File: src/sdrc_defs.vh
// constants for the reclocker control block
`ifndef SDRC_DEFS_VH
`define SDRC_DEFS_VH

`define SDRC_REG_CTRL        4'h0
`define SDRC_REG_STATUS      4'h1
`define SDRC_REG_RATE        4'h2

`define SDRC_RATE_AUTO       2'h0
`define SDRC_RATE_SD270      2'h1
`define SDRC_RATE_HD         2'h2
`define SDRC_RATE_TEST       2'h3

`define SDRC_DET_NONE        3'h0
`define SDRC_DET_143         3'h1
`define SDRC_DET_270         3'h2
`define SDRC_DET_1483        3'h3
`define SDRC_DET_1485        3'h4
`define SDRC_DET_177         3'h5
`define SDRC_DET_360         3'h6
`define SDRC_DET_540         3'h7

`define SDRC_CLK_HZ          125000000
`define SDRC_REF_HZ          27000000
`define SDRC_LOSS_US         1000
`define SDRC_ACQ_AUTO_US     16000
`define SDRC_ACQ_FIXED_US    6000

`define SDRC_CTRL_CLKOUT     0
`define SDRC_CTRL_MUTE_N     1
`define SDRC_CTRL_BYPASS     2
`define SDRC_CTRL_SEL_LO     3
`define SDRC_CTRL_RATE_LO    5
`define SDRC_CTRL_MSB        7
`define SDRC_CTRL_RESET      8'h02

`endif

File: src/sdrc_sync2.v
// two-stage synchroniser for a bus of static control levels
`timescale 1ns/1ps
module sdrc_sync2 #(
    parameter             WIDTH = 1,
    parameter [WIDTH-1:0] INIT  = {WIDTH{1'b0}}
) (
    input  wire             core_clk,
    input  wire             sys_rst,
    input  wire [WIDTH-1:0] asyncIn,
    output reg  [WIDTH-1:0] syncOut
);
    reg [WIDTH-1:0] stage1;

    always @(posedge core_clk or posedge sys_rst) begin
        if (sys_rst) begin
            stage1  <= INIT;
            syncOut <= INIT;
        end else begin
            stage1  <= asyncIn;
            syncOut <= stage1;
        end
    end
endmodule

File: src/sdrc_reclocker_ctrl.v
// control and indicator logic of the four-input sdi reclocker
// Notes on behaviour
// - retime only at 143, 270, 1483, 1485 Mbps; never lock on harmonics
// - 177, 360, 540 Mbps stay unlocked and pass through in bypass
// - clock-mode second output edge within ten percent of bit centre
// - clock enable low gives second data output, high gives rate clock
// - clock enable pin defaults low when undriven
// - clock-mode second output is muted while bypass is active
// - low mute input mutes both outputs, over any bypass
// - mute input defaults high, outputs enabled when unconnected
// - rate code 00 automatic, 01 fixed 270, 10 fixed high definition
// - 143 Mbps only reachable under automatic rate detection
// - both rate pins default low, so automatic detection by default
// - input select 00..11 routes exactly one of inputs 0..3
// - lock indicator high only with data present and loop locked
// - lock wired to mute input mutes outputs while unlocked
// - bypass input high forces unreclocked pass-through; pin defaults low
// - bypass low: auto bypass when unlocked or rate unsupported
// - rate indicator high for 270 or 143, low for 1483 or 1485
// - rate indicator registered and valid only while lock is high
// - rate indicator forced low while unlocked
// - lock drops within 1 ms after input select change
// - control timing counted in 125 MHz core clock cycles; only the rate indicator wait uses the 27 MHz reference period
// - lock within 16 ms automatic, 6 ms fixed, from first transition
// - muted output pairs held at opposite static levels
`timescale 1ns/1ps
`include "sdrc_defs.vh"
module sdrc_reclocker_ctrl #(
    parameter LOSS_CYC      = (`SDRC_CLK_HZ / 1000000) * `SDRC_LOSS_US,
    parameter ACQ_AUTO_CYC  = (`SDRC_CLK_HZ / 1000000) * `SDRC_ACQ_AUTO_US,
    parameter ACQ_FIXED_CYC = (`SDRC_CLK_HZ / 1000000) * `SDRC_ACQ_FIXED_US,
    parameter REF_CYC       = (`SDRC_CLK_HZ + `SDRC_REF_HZ - 1) / `SDRC_REF_HZ
) (
    input  wire        core_clk,
    input  wire        sys_rst,
    input  wire        avs_read,
    input  wire        avs_write,
    input  wire [3:0]  avs_address,
    input  wire [31:0] avs_writedata,
    output reg  [31:0] avs_readdata,
    output reg         avs_waitrequest,
    input  wire [3:0]  serialInputPresent,
    input  wire [11:0] serialInputRate,
    input  wire        loopLocked,
    output reg         lockIndicator,
    output reg         rateIndicator,
    output reg  [1:0]  inputSelect,
    output reg  [1:0]  loopRateMode,
    output reg         reclockBypass,
    output reg         retimedDataMute,
    output reg         secondOutputMute,
    output reg         secondOutputClock,
    output reg         mutedTrueLevel,
    output reg         testMode
);
    ////////////////////////////////////////////////////////////////////////
    // control register, reset values match the pin pull defaults
    reg  [7:0] ctrlReg;
    wire [7:0] ctrlSync;
    wire [2:0] rateSync;
    wire [3:0] presSync;
    wire       lockSync;

    function [2:0] rateOf;
        input [11:0] rates;
        input [1:0]  idx;
        begin
            case (idx)
                2'h0:    rateOf = rates[2:0];
                2'h1:    rateOf = rates[5:3];
                2'h2:    rateOf = rates[8:6];
                default: rateOf = rates[11:9];
            endcase
        end
    endfunction

    function supported;
        input [2:0] r;
        input [1:0] mode;
        begin
            case (mode)
                `SDRC_RATE_AUTO:  supported = (r == `SDRC_DET_143) || (r == `SDRC_DET_270) ||
                                              (r == `SDRC_DET_1483) || (r == `SDRC_DET_1485);
                `SDRC_RATE_SD270: supported = (r == `SDRC_DET_270);
                `SDRC_RATE_HD:    supported = (r == `SDRC_DET_1483) || (r == `SDRC_DET_1485);
                default:          supported = 1'b0;
            endcase
        end
    endfunction

    sdrc_sync2 #(.WIDTH(8), .INIT(`SDRC_CTRL_RESET)) uCtrlSync (
        .core_clk (core_clk),
        .sys_rst  (sys_rst),
        .asyncIn  (ctrlReg),
        .syncOut  (ctrlSync)
    );

    // analogue-side status comes from another domain
    sdrc_sync2 #(.WIDTH(8)) uStatSync (
        .core_clk (core_clk),
        .sys_rst  (sys_rst),
        .asyncIn  ({serialInputPresent, rateOf(serialInputRate, ctrlSync[`SDRC_CTRL_SEL_LO +: 2]), loopLocked}),
        .syncOut  ({presSync, rateSync, lockSync})
    );

    wire       clkOutEn = ctrlSync[`SDRC_CTRL_CLKOUT];
    wire       muteN    = ctrlSync[`SDRC_CTRL_MUTE_N];
    wire       bypassIn = ctrlSync[`SDRC_CTRL_BYPASS];
    wire [1:0] selCode  = ctrlSync[`SDRC_CTRL_SEL_LO +: 2];
    wire [1:0] rateCode = ctrlSync[`SDRC_CTRL_RATE_LO +: 2];

    ////////////////////////////////////////////////////////////////////////
    // avalon slave: one wait cycle, then answer
    // a request still held in the answer cycle is not taken a second time
    reg        accept;
    reg [31:0] next_readdata;

    always @* begin
        accept        = (avs_read || avs_write) && avs_waitrequest;
        next_readdata = avs_readdata;
        if (accept) begin
            case (avs_address)
                `SDRC_REG_CTRL: begin
                    next_readdata = {24'h000000, ctrlReg};
                end
                `SDRC_REG_STATUS: begin
                    next_readdata = {26'h0000000, testMode, reclockBypass, secondOutputMute,
                                     retimedDataMute, rateIndicator, lockIndicator};
                end
                `SDRC_REG_RATE: begin
                    next_readdata = {25'h0000000, presSync, rateSync};
                end
                default: begin
                    next_readdata = 32'h0000_0000;
                end
            endcase
        end
    end

    always @(posedge core_clk or posedge sys_rst) begin
        if (sys_rst) begin
            ctrlReg         <= `SDRC_CTRL_RESET;
            avs_readdata    <= 32'h0000_0000;
            avs_waitrequest <= 1'b1;
        end else begin
            avs_waitrequest <= !accept;
            avs_readdata    <= next_readdata;
            if (accept && avs_write && (avs_address == `SDRC_REG_CTRL)) begin
                ctrlReg <= avs_writedata[`SDRC_CTRL_MSB:0];
            end
        end
    end

    ////////////////////////////////////////////////////////////////////////
    // lock tracking
    reg  [1:0]  selPrev;
    reg  [1:0]  ratePrev;
    reg  [31:0] acqCnt;
    reg  [31:0] refCnt;
    reg  [31:0] lossCnt;
    reg         lossPending;
    reg         lockPrev;
    reg         rateValid;
    reg  [31:0] next_acqCnt;
    reg  [31:0] next_refCnt;
    reg  [31:0] next_lossCnt;
    reg         next_lossPending;
    reg         next_rateValid;
    reg         next_lock;
    reg         next_rate;
    wire        present  = presSync[selCode];
    wire        goodRate = supported(rateSync, rateCode);
    wire        changed  = (selPrev != selCode) || (ratePrev != rateCode);
    wire        lockEdge = (lockIndicator != lockPrev);
    wire        lossDue  = lossPending && (lossCnt >= LOSS_CYC - 1);
    wire [31:0] acqLimit = (rateCode == `SDRC_RATE_AUTO) ? ACQ_AUTO_CYC : ACQ_FIXED_CYC;

    // acquisition counts from first transition and restarts on any change
    always @* begin
        next_acqCnt = acqCnt;
        if (!present || changed) begin
            next_acqCnt = 32'h0000_0000;
        end else if (acqCnt < acqLimit) begin
            next_acqCnt = acqCnt + 32'h0000_0001;
        end
    end

    // watchdog: a lock that outlives a channel change is cut after the loss time
    always @* begin
        next_lossPending = lossPending;
        next_lossCnt     = lossCnt;
        if (!lockIndicator) begin
            next_lossPending = 1'b0;
            next_lossCnt     = 32'h0000_0000;
        end else if (changed) begin
            next_lossPending = 1'b1;
            next_lossCnt     = 32'h0000_0000;
        end else if (lossPending && !lossDue) begin
            next_lossCnt = lossCnt + 32'h0000_0001;
        end
    end

    always @* begin
        next_lock = 1'b0;
        if (present && lockSync && goodRate && !changed && !lossDue) begin
            if (lockIndicator || (acqCnt >= acqLimit)) begin
                next_lock = 1'b1;
            end
        end
    end

    // rate indicator waits one reference period after every lock edge
    always @* begin
        next_refCnt    = refCnt;
        next_rateValid = rateValid;
        if (lockEdge) begin
            next_refCnt    = 32'h0000_0000;
            next_rateValid = 1'b0;
        end else if (refCnt < REF_CYC - 1) begin
            next_refCnt = refCnt + 32'h0000_0001;
        end else begin
            next_rateValid = 1'b1;
        end
    end

    // the stale valid flag must not let the edge cycle itself update the indicator
    always @* begin
        next_rate = rateIndicator;
        if (!lockIndicator) begin
            next_rate = 1'b0;
        end else if (rateValid && !lockEdge) begin
            next_rate = (rateSync == `SDRC_DET_143) || (rateSync == `SDRC_DET_270);
        end
    end

    always @(posedge core_clk or posedge sys_rst) begin
        if (sys_rst) begin
            selPrev       <= 2'h0;
            ratePrev      <= 2'h0;
            acqCnt        <= 32'h0000_0000;
            refCnt        <= 32'h0000_0000;
            lossCnt       <= 32'h0000_0000;
            lossPending   <= 1'b0;
            lockPrev      <= 1'b0;
            rateValid     <= 1'b0;
            lockIndicator <= 1'b0;
            rateIndicator <= 1'b0;
        end else begin
            selPrev       <= selCode;
            ratePrev      <= rateCode;
            acqCnt        <= next_acqCnt;
            refCnt        <= next_refCnt;
            lossCnt       <= next_lossCnt;
            lossPending   <= next_lossPending;
            lockPrev      <= lockIndicator;
            rateValid     <= next_rateValid;
            lockIndicator <= next_lock;
            rateIndicator <= next_rate;
        end
    end

    ////////////////////////////////////////////////////////////////////////
    // output steering
    reg next_bypass;
    reg next_muteData;
    reg next_muteSecond;
    reg next_clockOut;
    reg next_testMode;

    always @* begin
        next_testMode   = (rateCode == `SDRC_RATE_TEST);
        next_clockOut   = clkOutEn;
        next_bypass     = bypassIn || !lockIndicator;
        // mute is decided apart from bypass, so it always wins
        next_muteData   = !muteN;
        next_muteSecond = !muteN;
        if (clkOutEn && next_bypass) begin
            next_muteSecond = 1'b1;
        end
    end

    always @(posedge core_clk or posedge sys_rst) begin
        if (sys_rst) begin
            inputSelect       <= 2'h0;
            loopRateMode      <= `SDRC_RATE_AUTO;
            reclockBypass     <= 1'b1;
            retimedDataMute   <= 1'b0;
            secondOutputMute  <= 1'b0;
            secondOutputClock <= 1'b0;
            mutedTrueLevel    <= 1'b0;
            testMode          <= 1'b0;
        end else begin
            inputSelect       <= selCode;
            loopRateMode      <= rateCode;
            testMode          <= next_testMode;
            reclockBypass     <= next_bypass;
            secondOutputClock <= next_clockOut;
            retimedDataMute   <= next_muteData;
            secondOutputMute  <= next_muteSecond;
            // true leg low, complement high: opposite static levels while muted
            mutedTrueLevel    <= 1'b0;
        end
    end
endmodule

File: config.mk
export PLATFORM = sky130hd
export DESIGN_NAME = sdrc_reclocker_ctrl
export DESIGN_NICKNAME = d
export VERILOG_FILES = /design/src/sdrc_sync2.v /design/src/sdrc_reclocker_ctrl.v
export VERILOG_INCLUDE_DIRS = /design/src /design/src/src
export SDC_FILE = /design/constraint.sdc
export NUM_CORES = 1
export LEC_CHECK = 0
export ABC_AREA = 1
export ABC_CLOCK_PERIOD_IN_PS = 6000
export BUFFER_PORTS_ARGS = -buffer_cell sky130_fd_sc_hd__buf_2
export CAP_MARGIN = 5
export CORE_MARGIN = 4
export CORE_UTILIZATION = 58
export DETAILED_ROUTE_END_ITERATION = 6
export PLACE_DENSITY = 0.8
export SLEW_MARGIN = 5
export SYNTH_ARGS = -nofsm -noshare
export SYNTH_HDL_FRONTEND = slang
export SYNTH_SLANG_ARGS = --single-unit
File: constraint.sdc
create_clock -name core_clk -period 6 [get_ports core_clk]
set_clock_uncertainty 0.2 [all_clocks]
set_input_delay 0.6 -clock core_clk [delete_from_list [all_inputs] [get_ports core_clk]]
set_output_delay 0.6 -clock core_clk [all_outputs]
set_load 0.01 [all_outputs]
---- After elaboration in Yosys (flattened, before gate mapping) ----
Index checks and enable logic that the tools add are counted.
storage, ports and cells
  logic and storage cells ................. 102
  register bits after elaboration ......... 181
  output and inout bits ................... 45
  bits of input ports ..................... 57
operators by class
  eq/ne operators ......................... 18
  order comparisons ....................... 5
  $add $sub $neg .......................... 3
  reductions and logical operators ........ 32
  multiplexer cells ....................... 22
operators by type and width
  cell                                                                  number
  2-to-1 mux 32 bit                                                     7
  adder 32 x 1 -> 32 bit (second input constant)                        3
  greater-or-equal comparator 32 x 17 -> 1 bit (second input constant)  1
  greater-or-equal comparator 32 x 21 -> 1 bit                          1
  less-than comparator 32 x 21 -> 1 bit                                 1
  less-than comparator 32 x 3 -> 1 bit (second input constant)          1
  case mux 8 bit (3 select lines)                                       1
  2-to-1 mux 21 bit                                                     1
  logical AND 1 bit                                                     11
  2-to-1 mux 1 bit                                                      10
  logical OR 1 bit                                                      9
  case mux 3 bit (3 select lines)                                       1
  logical NOT 1 bit                                                     7
  == test 2 bit (second input constant)                                 3
  == test 3 x 2 -> 1 bit (second input constant)                        2
  == test 2 x 1 -> 1 bit (second input constant)                        2
  == test 4 x 1 -> 1 bit (second input constant)                        1
  == test 4 x 2 -> 1 bit (second input constant)                        1
  logical NOT 2 bit                                                     2
  logical NOT 4 bit                                                     1
  inequality test 2 x 1 -> 1 bit (second input constant)                2
  inequality test 2 bit                                                 2
  nonzero test 2 bit                                                    2
  == test 3 x 1 -> 1 bit (second input constant)                        1
  other kinds (7)                                                       7

---- Longest topological paths before layout ----
Gate-level depths: netlist (run 1).
  depth in word-level cells ............... 9
  depth in mapped cells ................... 13
  gate-level depth less buffers ........... 13

---- Modules after synthesis ----
A second synthesis (run 1) with hierarchy kept.
unflattened totals
  cell total of the unflattened synthesis .. 872
  area, all modules ....................... 7,548.5 um2
by module, submodules not included
  module                   area an instance (um2)  seq. area each (um2)  cells an instance  instances
  sdrc_reclocker_ctrl      6,737.7                 3,181.8               838                1
  sdrc_sync2 at uCtrlSync  406.6                   402.9                 17                 1
  sdrc_sync2 at uStatSync  404.1                   400.4                 17                 1

---- Least setup slack after synthesis (run 1) ----
Ideal clock, no wire load.
  kind .................................... register to register
  start point ............................. register uCtrlSync.syncOut[6]
  end point ............................... register acqCnt[17]
  path buffers ............................ 1
  required time ........................... 5,683 ps
  data arrival time ....................... 1,833 ps
  library setup time ...................... 117 ps
  setup slack ............................. 3,850 ps
  stages on the path, launching flop included .. 10
  clock period less this slack ............ 2,150 ps
  path through ............................ dfrtp_1 inv_1 nand2_1 ha_1 or3_1 a211oi_4 nand2_4 buf_8 nand3_2 nand2_1
between the ends
  longest elaborated chain between the ends .. 4
  elaborated cells between the ends (all ways) .. 8
  classes of those cells .................. order compare (1); eq/ne (1); mux (2); reduce/logical (4)
RTL lines
  what                                                                              line                                                  source
  start: declaration                                                                sdrc_sync2.v:10                                       output reg [WIDTH-1:0] syncOut
  start signal: assignment                                                          sdrc_sync2.v:20                                       syncOut <= stage1;
  logical NOT 2 bit / inequality test 2 bit (equally long branches)                 n/a
  2-to-1 mux 21 bit / logical OR 1 bit (equally long branches)                      sdrc_reclocker_ctrl.v:176, sdrc_reclocker_ctrl.v:173
  less-than comparator 32 x 21 -> 1 bit / logical OR 1 bit (equally long branches)  sdrc_reclocker_ctrl.v:183, sdrc_reclocker_ctrl.v:181
  nonzero test 2 bit (no source line) / 2-to-1 mux 32 bit (equally long branches)   n/a
  end signal: assignment                                                            sdrc_reclocker_ctrl.v:251                             acqCnt <= next_acqCnt;
  end: declaration                                                                  sdrc_reclocker_ctrl.v:158                             reg [31:0] acqCnt;
Several ways; a longest one is shown, not always the timed one.
A chain may end at the register's enable or synchronous reset.

---- Final worst setup path (run 1) ----
  start point ............................. register uCtrlSync.syncOut[4]
  end point ............................... register lossCnt[10]
between the ends
  longest elaborated chain between the ends .. 4
  elaborated cells between the ends (all ways) .. 5
  classes of those cells .................. eq/ne (2); mux (2); reduce/logical (1)
RTL lines
  what                       line                       source
  inequality test 2 bit (*)  sdrc_reclocker_ctrl.v:173  wire changed = (selPrev != selCode) || (ratePrev != rateCode);
  logical OR 1 bit (*)       sdrc_reclocker_ctrl.v:173
  2-to-1 mux 32 bit          sdrc_reclocker_ctrl.v:195  end else if (changed) begin
  2-to-1 mux 32 bit          sdrc_reclocker_ctrl.v:192  if (!lockIndicator) begin
  end signal: assignment     sdrc_reclocker_ctrl.v:253  lossCnt <= next_lossCnt;
  end: declaration           sdrc_reclocker_ctrl.v:160  reg [31:0] lossCnt;
Mark *: on every way between the ends. The rest lies on a longest branch, timed or not.

==> results by group, run 1 <==
Outcome
  – Status: complete, no violations

Cells and area
  – Post-layout util: between 60% and 70%
  – Multi-input logic area: 2850 sq um
  – Register area: 3940 sq um
  – ANT cells: 0
  – Fillers: 1030
  – Share of layout cells above drive strength 1: 12.8%
  – Design area: 8310 sq um
  – P&R area growth vs syn: 11.1%
  – Layout Nets: 983
  – Most common cell after layout, fill and taps aside: nand2_1
  – Most frequent cells in the layout: nand2_1 (174), dfrtp_1 (152), nor2_1 (126), inv_1 (117), nand3_1 (55)

Synthesis
  – Largest cells by area after synthesis: dfrtp_1 (51%), nand2_1 (8.7%), nor2_1 (6.3%)
  – Count of cell types in the netlist: 42
  – Synthesized area per cell: between 8 and 9 sq um
  – Synth Area in Compound Gates: 4.23%
  – Synth area leader: dfrtp_1
  – Synthesis warning total: 0
  – #FFs+latches synth: 157
  – Post-synthesis mux area share: about 1.2%
  – Synthesized area: 7480 sq um
  – Synth Area in Adders: 1.50%
  – Sequential area share after synthesis: 52.6%
  – Post-Syn Instances: 873
  – XOR/XNOR share of the synthesized area: roughly 3.6%
  – Largest family of logic cells by synthesized area: simple AND/OR/NAND/NOR gates
  – Synth top area share: 50.8%
  – Post-synthesis simple-gate area fraction: 26.2%

Die
  – Chip width: approximately 120 um
  – Initial Util: 59.3%
  – Die area: 14800 sq um
  – Core Footprint: 12600 sq um
  – Die height: 122 um
  – Num rows: roughly 40
  – Num ports: between 100 and 150

STA
  – Pins Over Slew Limit: 0
  – Setup TNS Final: 0 ns
  – Minimum clock period: 3.60 ns
  – Final hold vios: 0
  – WHS: 0.0792 ns
  – Worst Tran Pin Value: 1.12 ns
  – Fmax: 278 MHz
  – Final Cycle Share: 60.0%
  – RSZ-0062 raised after global routing: false
  – Final setup violation count: 0
  – Worst rel slew slack: around a quarter

CTS
  – Clk Latency, worst-skew pair: 0.43 ns
  – CTS Root Cell: clkbuf_16
  – Post-CTS Setup Bufs: 0
  – Clock H-tree levels: 4
  – # hold bufs at CTS: 0
  – Post-CTS Resized: 0
  – Clk buf depth: 2
  – Clock Pin Slew Worst Setup and Hold Paths: 0.06 ns
  – CTS buffer count: 17
  – # clock sinks: 157
  – CTS tree: done

Power
  – Cell Pwr Density: 299 nW/um^2
  – Combinational power share: 9.6%
  – Int Pwr: roughly 1800 uW
  – Clock power frac: between 40% and 50%
  – Switching share of power: 26.8%
  – Worst vdd rail ir drop: 0.000197 V
  – Leakage power: ~0.0041 uW
  – Seq pwr share: 47.2%
  – NetSw: 668 uW

Worst setup path
  – CP arrival: 3.68 ns
  – Data required, critical path: 6.08 ns
  – Max FO, Critical Path: 30
  – Worst setup EP type: flop
  – CP Class: reg -> reg
  – Worst Setup Start Kind: flop

Place
  – Hpwl dp: 10.0 mm
  – PortBufs: 52
  – Placed cell areas: 7730 sq um
  – GPL Wtd Cong: 0.918

Detailed routing
  – Detailed Routing Iterations Pass 1: 6
  – Initial DRC count: 433
  – Detailed Route WL: 15.3 mm
  – Via density: 5.18
  – Avg WL per Cell: 13.9 um
  – DR vias: ~5700
  – Detail Route Antenna Nets: 0
  – Remaining DRCs: 0

Min path
  – Min-delay worst type: in -> reg

Global route
  – Initial antenna violation count: 0
  – Total track usage: 22.2%
  – Largest net degree at the start of global routing: 102
  – First-pass GRT wire length: 26.0 mm
  – Vias in the first global route: 5627
  – Global route overflow: 0

Job
  – Max cap viols: 0
cell usage after synthesis, drive strengths merged:
cell,count
or3,1
nand3b,1
dfstp,5
a31o,1
nand3,65
nand4,38
o21bai,2
buf,43
xor2,24
mux2,8
ha,9
o31ai,1
a21oi,13
nor2,129
a211oi,3
o21ai,31
a21boi,2
a31oi,1
nor3,19
conb,1
xnor2,7
and2,2
clkbuf,10
nor4,5
nand2,177
a22o,1
inv,118
or2,3
dfrtp,152
clkinv,1
power groups by stage:
stage                     Clock [uW]  Sequential, uW  Combinational, uW
after CTS                       1090            1170                241
after global placement             0            1190                231
final                           1070            1170                240
after detailed placement           0            1190                239
after floorplan                    0            1180                184
after global routing            1140            1180                274
path summary, 6_finish.rpt:
check                                               start                             end  slack, ns  cells past startpoint
setup / recovery           uCtrlSync.syncOut[4]$_DFF_PP0_         lossCnt[10]$_DFFE_PP0P_       2.40                      7
hold / removal                      serialInputPresent[0]   uStatSync.stage1[4]$_DFF_PP0_       0.08                      1
setup reg to reg           uCtrlSync.syncOut[4]$_DFF_PP0_         lossCnt[10]$_DFFE_PP0P_       2.40                      7
hold reg to reg             uStatSync.stage1[4]$_DFF_PP0_  uStatSync.syncOut[4]$_DFF_PP0_       0.15                      0
max in group asynchronous                         sys_rst     secondOutputClock$_DFF_PP0_       4.19                      3
min in group asynchronous                         sys_rst          acqCnt[31]$_DFFE_PP0P_       0.17                      2
flip-flops by register name (all words and copies together) (netlist names), 2 cells and up:
name / flops
loopRateMode: 2
uStatSync.syncOut: 8
uCtrlSync.syncOut: 7
uStatSync.stage1: 8
lossCnt: 32
inputSelect: 2
acqCnt: 32
uCtrlSync.stage1: 7
avs_readdata: 8
refCnt: 32
ctrlReg: 8
worst max-delay path, cell delays in order (launching register included):
cell and delay [ns]:
dfrtp_1 0.44, or2_0 0.26, a21oi_1 0.19, nand2_1 0.38, nor2_1 0.83, nand2_1 0.82
nand2_1 0.24, o21ai_1 0.08
kinds of logic after synthesis:
group / Yosys count
AOI/OAI and AO/OA: 55
xor gates and xnor gates: 31
adders and majority gates: 9
buffers and inverters: 172
DFF: 157
muxes: 8
other: 1
and+or+nand+nor: 440
layer usage:
metal / GRT usage [%] / wire (um)
met1: 29.6 / 6720
met2: 34.5 / 7160
met3: 6.36 / 1020
met4: 8.75 / 370
met5: 0 / 0
area by class of cell:
cell class                      instances  area share, %
Clock inverter                         14           1.91
Timing Repair Buffer                   54           3.31
Sequential cell                       157           47.3
Clock buffer                           18           5.16
Inverter                              119           5.43
Multi-Input combinational cell        568           34.3
Tap cell                              172           2.59
through the flow:
step	cells	setup slack (ns)	total power (uW)
CTS	1102	2.51	2510
detailed placement	1070	2.57	1430
finish	1102	2.40	2490
global placement	1070	2.58	1420
floorplan	897	0.973	1370
global route	1102	2.22	2590
Power figures use the tool's default switching activity.
==> run 2, diff against run 1 <==
- ABC_CLOCK_PERIOD_IN_PS: 6000 -> 3650
- clock period: 6 -> 3.65 ns (I/O delays scaled with it)
==> results by group, run 2 (synthesized netlist as in run 1, its figures left out) <==
Detailed routing
  – Detailed Routing Iterations Pass 1: 6
  – Via density: 5.18
  – Initial DRC count: 511
  – Detailed Route WL: 15.9 mm
  – DR vias: 5853
  – Avg WL per Cell: about 14 um
  – Detail Route Antenna Nets: 0
  – Remaining DRCs: 0

Global route
  – GR Util met2: 37.2%
  – GR Layer Usage met1: a little under a third
  – Global route overflow: 0
  – Met3 GRT Util: 5.15%
  – First-pass GRT wire length: 27.1 mm
  – Largest net degree at the start of global routing: 100
  – Busiest grt layer: met2
  – Vias in the first global route: 5649
  – Total track usage: 23.1%
  – Initial antenna violation count: 0

Cells and area
  – Top flop regs: acqCnt x32, lossCnt x32, refCnt x32
  – Most common cell after layout, fill and taps aside: nand2_1
  – Multi-input logic area: 2850 sq um
  – P&R area growth vs syn: 14.9%
  – Layout Nets: 1010
  – Register area: 3940 sq um
  – Design area: 8600 sq um
  – Fillers: 972
  – Most frequent cells in the layout: nand2_1 (174), dfrtp_1 (152), nor2_1 (126), inv_1 (117), nand3_1 (55)
  – ANT cells: 0
  – Post-layout util: 68.1%
  – Share of layout cells above drive strength 1: 13.3%

Die
  – Die area: 14800 sq um
  – Num ports: 102
  – Die height: ~120 um
  – Core Footprint: ~13000 sq um
  – Num rows: 41
  – Initial Util: 59.3%
  – Chip width: 122 um

Worst setup path
  – Worst Setup Start Kind: flop
  – CP Class: reg -> reg
  – Data required, critical path: 3.80 ns
  – CP arrival: 3.00 ns
  – Max FO, Critical Path: 24
  – Worst setup EP type: flop

Power
  – Cell Pwr Density: 485 nW/um^2
  – Worst vdd rail ir drop: 0.000400 V
  – NetSw: ~1100 uW
  – Switching share of power: 27.1%
  – Combinational power share: between 10% and 20%
  – Clock power frac: 42.8%
  – Leakage power: 0.00424 uW
  – Seq pwr share: 46.4%
  – Int Pwr: 3040 uW

CTS
  – CTS buffer count: 17
  – Clock Pin Slew Worst Setup and Hold Paths: 0.07 ns
  – CTS Root Cell: clkbuf_16
  – # clock sinks: ~160
  – Clock H-tree levels: 4
  – Clk buf depth: 2
  – CTS tree: done
  – Clk Latency, worst-skew pair: 0.43 ns

STA
  – Worst Tran Pin Value: 0.894 ns
  – Final Cycle Share: 78.2%
  – RSZ-0062 raised after global routing: false
  – Final hold vios: 0
  – Worst rel slew slack: 40.3%
  – Pins Over Slew Limit: 0
  – Minimum clock period: ~2.9 ns
  – Setup TNS Final: 0 ns
  – Fmax: between 300 and 400 MHz
  – Final setup violation count: 0

Place
  – PortBufs: 52
  – Hpwl dp: 10.0 mm
  – Placed cell areas: 7800 sq um
  – GPL Wtd Cong: 0.928

Outcome
  – Status: complete, no violations

Min path
  – Min-delay worst type: in -> reg

Job
  – Max cap viols: 0
[run 2: power groups by stage]
stage | Sequential (uW) | Clock [uW] | Combinational (uW)
floorplan | 1940 | 0 | 303
global placement | 1950 | 0 | 401
detailed placement | 1960 | 0 | 411
CTS | 1930 | 1800 | 442
global route | 1940 | 1900 | 501
finish | 1930 | 1790 | 450
[run 2: final timing paths]
check	from	end	slack, ns	depth (start not counted)
worst max-delay path	uCtrlSync.syncOut[6]$_DFF_PP0_	acqCnt[25]$_DFFE_PP0P_	0.80	12
worst min-delay path	avs_read	avs_waitrequest$_DFF_PP1_	0.06	3
worst max register to register	uCtrlSync.syncOut[6]$_DFF_PP0_	acqCnt[25]$_DFFE_PP0P_	0.80	12
worst min register to register	uCtrlSync.stage1[2]$_DFF_PP0_	uCtrlSync.syncOut[2]$_DFF_PP0_	0.15	0
max in group asynchronous	sys_rst	lossCnt[4]$_DFFE_PP0P_	2.12	4
min in group asynchronous	sys_rst	acqCnt[26]$_DFFE_PP0P_	0.28	3
[run 2: what timing repair did]
action,CTS,global route
buffers inserted,0,0
gates resized for setup,0,0
hold buffers,20,0
setup endpoints to repair,0,0
endpoints found under the hold margin,31,0
[run 2: per-stage QoR]
step	hold WS (ns)	instances	power, uW	worst slack [ns]
after floorplan	0.131	897	2250	1.10
after global placement	0.131	1077	2350	0.892
after detailed placement	0.135	1077	2370	0.798
after CTS	0.0511	1129	4180	0.782
after global routing	0.0714	1129	4340	0.594
final	0.0599	1129	4170	0.797
[run 2: worst max-delay path, cell delays in order, from the launching register on]
cell      delay (ns)
dfrtp_1         0.45
inv_1           0.10
nand2_1         0.20
ha_1            0.37
nand2_1         0.05
o21bai_1        0.14
nor2_1          0.15
nand3_1         0.09
nand3_1         0.12
nand2_4         0.19
nand2_4         0.32
nand2_2         0.20
nor2_1          0.16
[run 2: cell type report]
type                       instances  area share (%)
clock inverter                    15            1.99
inverter                         119            5.24
clock buffer                      17            4.95
tap                              172            2.50
sequential                       157            45.8
multi-input combinational        568            33.1
timing repair buffer              81            6.43
[run 2: metal layers]
layer | wire length, um | part of all wire, % | vias up
li1 | - | - | 2839
met1 | 6940 | 44 | 2794
met2 | 7730 | 49 | 181
met3 | 826 | 5.2 | 39
met4 | 428 | 2.7 | 0
met5 | 0 | 0 | -
==> run 3, diff against run 2 <==
- ABC_CLOCK_PERIOD_IN_PS: 3650 -> 2600
- CORE_UTILIZATION: 58 -> 52
- PLACE_DENSITY: 0.8 -> 0.76
- clock period: 3.65 -> 2.6 ns (I/O delays scaled with it)
==> results by group, run 3 (synthesized netlist as in run 1, its figures left out) <==
Detailed routing
  – Detail Route Antenna Nets: 0
  – Detailed Routing Iterations Pass 1: 5
  – Detailed Route WL: ~16 mm
  – DR vias: between 5000 and 6000
  – Via density: 5.09
  – Remaining DRCs: 0
  – Avg WL per Cell: 14.0 um
  – Initial DRC count: about 470

Cells and area
  – P&R area growth vs syn: 16.6%
  – Post-layout util: 62.4%
  – ANT cells: 0
  – Register area: roughly 3900 sq um
  – Most common cell after layout, fill and taps aside: nand2_1
  – Top flop regs: acqCnt x32, lossCnt x32, refCnt x32
  – Design area: 8720 sq um
  – Multi-input logic area: about 2900 sq um
  – Share of layout cells above drive strength 1: 14.7%
  – Layout Nets: around 1000
  – Most frequent cells in the layout: nand2_1 (173), dfrtp_1 (152), nor2_1 (126), inv_1 (117), nand3_1 (55)
  – Fillers: 1186

STA
  – Pins Over Slew Limit: 0
  – Setup TNS Final: 0 ns
  – RSZ-0062 raised after global routing: false
  – Final Cycle Share: 89.8%
  – Minimum clock period: 2.34 ns
  – Worst Tran Pin Value: 0.701 ns
  – Worst rel slew slack: a little over half
  – Final WS setup: 0.264 ns
  – Fmax: 428 MHz
  – Final setup violation count: 0
  – Final hold vios: 0

Place
  – Hpwl dp: 10.6 mm
  – PortBufs: 52
  – Placed cell areas: between 7000 and 8000 sq um
  – Pre-CTS setup slack: 0.0963 ns
  – GPL Wtd Cong: 0.898

CTS
  – CTS buffer count: 17
  – Clk Latency, worst-skew pair: between 0.4 and 0.5 ns
  – CTS tree: done
  – Clock Pin Slew Worst Setup and Hold Paths: 0.06 ns
  – # clock sinks: 157
  – Clk buf depth: 2
  – CTS Root Cell: clkbuf_16
  – Clock H-tree levels: 4

Power
  – Design Power: 5720 uW
  – Cell Pwr Density: between 600 and 700 nW/um^2
  – Worst vdd rail ir drop: 0.000455 V
  – Leakage power: about 0.0043 uW

Die
  – Num rows: 43
  – Num ports: 102
  – Chip width: 128 um
  – Initial Util: between 50% and 60%
  – Die height: 128 um
  – Core Footprint: 14000 sq um
  – Die area: 16400 sq um

Global route
  – Largest net degree at the start of global routing: 49
  – First-pass GRT wire length: 27.3 mm
  – Global route overflow: 0
  – Initial antenna violation count: 0
  – Vias in the first global route: 5738
  – Total track usage: 20.7%

Job
  – Max cap viols: 0

Worst setup path
  – Worst setup EP type: flop
  – Max FO, Critical Path: 16
  – CP Class: reg -> reg
  – CP arrival: 2.48 ns
  – Worst Setup Start Kind: flop
  – Data required, critical path: 2.75 ns

Min path
  – Min-delay worst type: in -> reg

Outcome
  – Status: complete, no violations
==> run 3: cell count changes in the layout (fill, tap and decap cells not counted), moves of 2 or more <==
cell        change
buf_4          +17
clkinvlp_4      +4
clkbuf_1        +3
bufinv_16       -2
clkinv_2        -2
inv_6           -2
==> run 3: per-stage QoR <==
| stage | cells | hold WS [ns] |
|---|---|---|
| after floorplan | 897 | 0.0914 |
| after CTS | 1148 | 0.0156 |
| after global routing | 1156 | 0.0492 |
| after global placement | 1095 | 0.132 |
| final | 1156 | 0.0290 |
| after detailed placement | 1095 | 0.136 |
==> run 3: repair_timing <==
| action | 4_1_cts | 5_1_grt |
|---|---|---|
| resized for setup | 0 | 2 |
| setup buffers | 0 | 8 |
| hold buffers | 21 | 0 |
| hold endpoints to repair | 43 | 0 |
| setup endpoints to repair | 0 | 21 |
==> run 3: area by class of cell <==
class / instances / area share (%)
clock inverter: 12 / 1.20
tap: 180 / 2.58
timing repair buffer: 100 / 8.15
multi-input combinational: 568 / 32.8
sequential: 157 / 45.1
clock buffer: 20 / 5.01
inverter: 119 / 5.16
==> run 3: routing by layer <==
layer,routed length [um],part of all wire [%],track usage (%)
met5,0,0,0
met4,316,1.9,6.99
met2,7900,49,33.6
met1,7080,44,27.2
met3,931,5.7,5.42
==> run 3: where the power goes <==
| part | internal [uW] | total [uW] | switching (uW) | leakage, uW |
|---|---|---|---|---|
| Combinational | 275 | 702 | 427 | 0.00195 |
| Clock | 1250 | 2320 | 1070 | 0.000252 |
| Sequential | 2600 | 2700 | 107 | 0.00210 |
==> run 3: path summary, 6_finish.rpt <==
check | from | endpoint | slack [ns] | depth (start not counted)
max in group asynchronous | sys_rst | avs_waitrequest$_DFF_PP1_ | 1.15 | 4
setup reg to reg | uCtrlSync.syncOut[6]$_DFF_PP0_ | acqCnt[30]$_DFFE_PP0P_ | 0.26 | 12
min in group asynchronous | sys_rst | acqCnt[15]$_DFFE_PP0P_ | 0.29 | 3
hold reg to reg | uCtrlSync.stage1[4]$_DFF_PP0_ | uCtrlSync.syncOut[4]$_DFF_PP0_ | 0.15 | 0
setup / recovery | uCtrlSync.syncOut[6]$_DFF_PP0_ | acqCnt[30]$_DFFE_PP0P_ | 0.26 | 12
hold / removal | avs_write | avs_waitrequest$_DFF_PP1_ | 0.03 | 3
==> run 3: critical path: stages, from the launching register on <==
cell and delay (ns):
dfrtp_1 0.37, inv_1 0.09, nand2_2 0.14, ha_1 0.33, nand2_1 0.05, o21bai_1 0.14
nor2_1 0.13, nand3_1 0.09, nand3_1 0.12, nand2_4 0.14, nand2_8 0.16, nand2_2 0.15
nor2_1 0.14
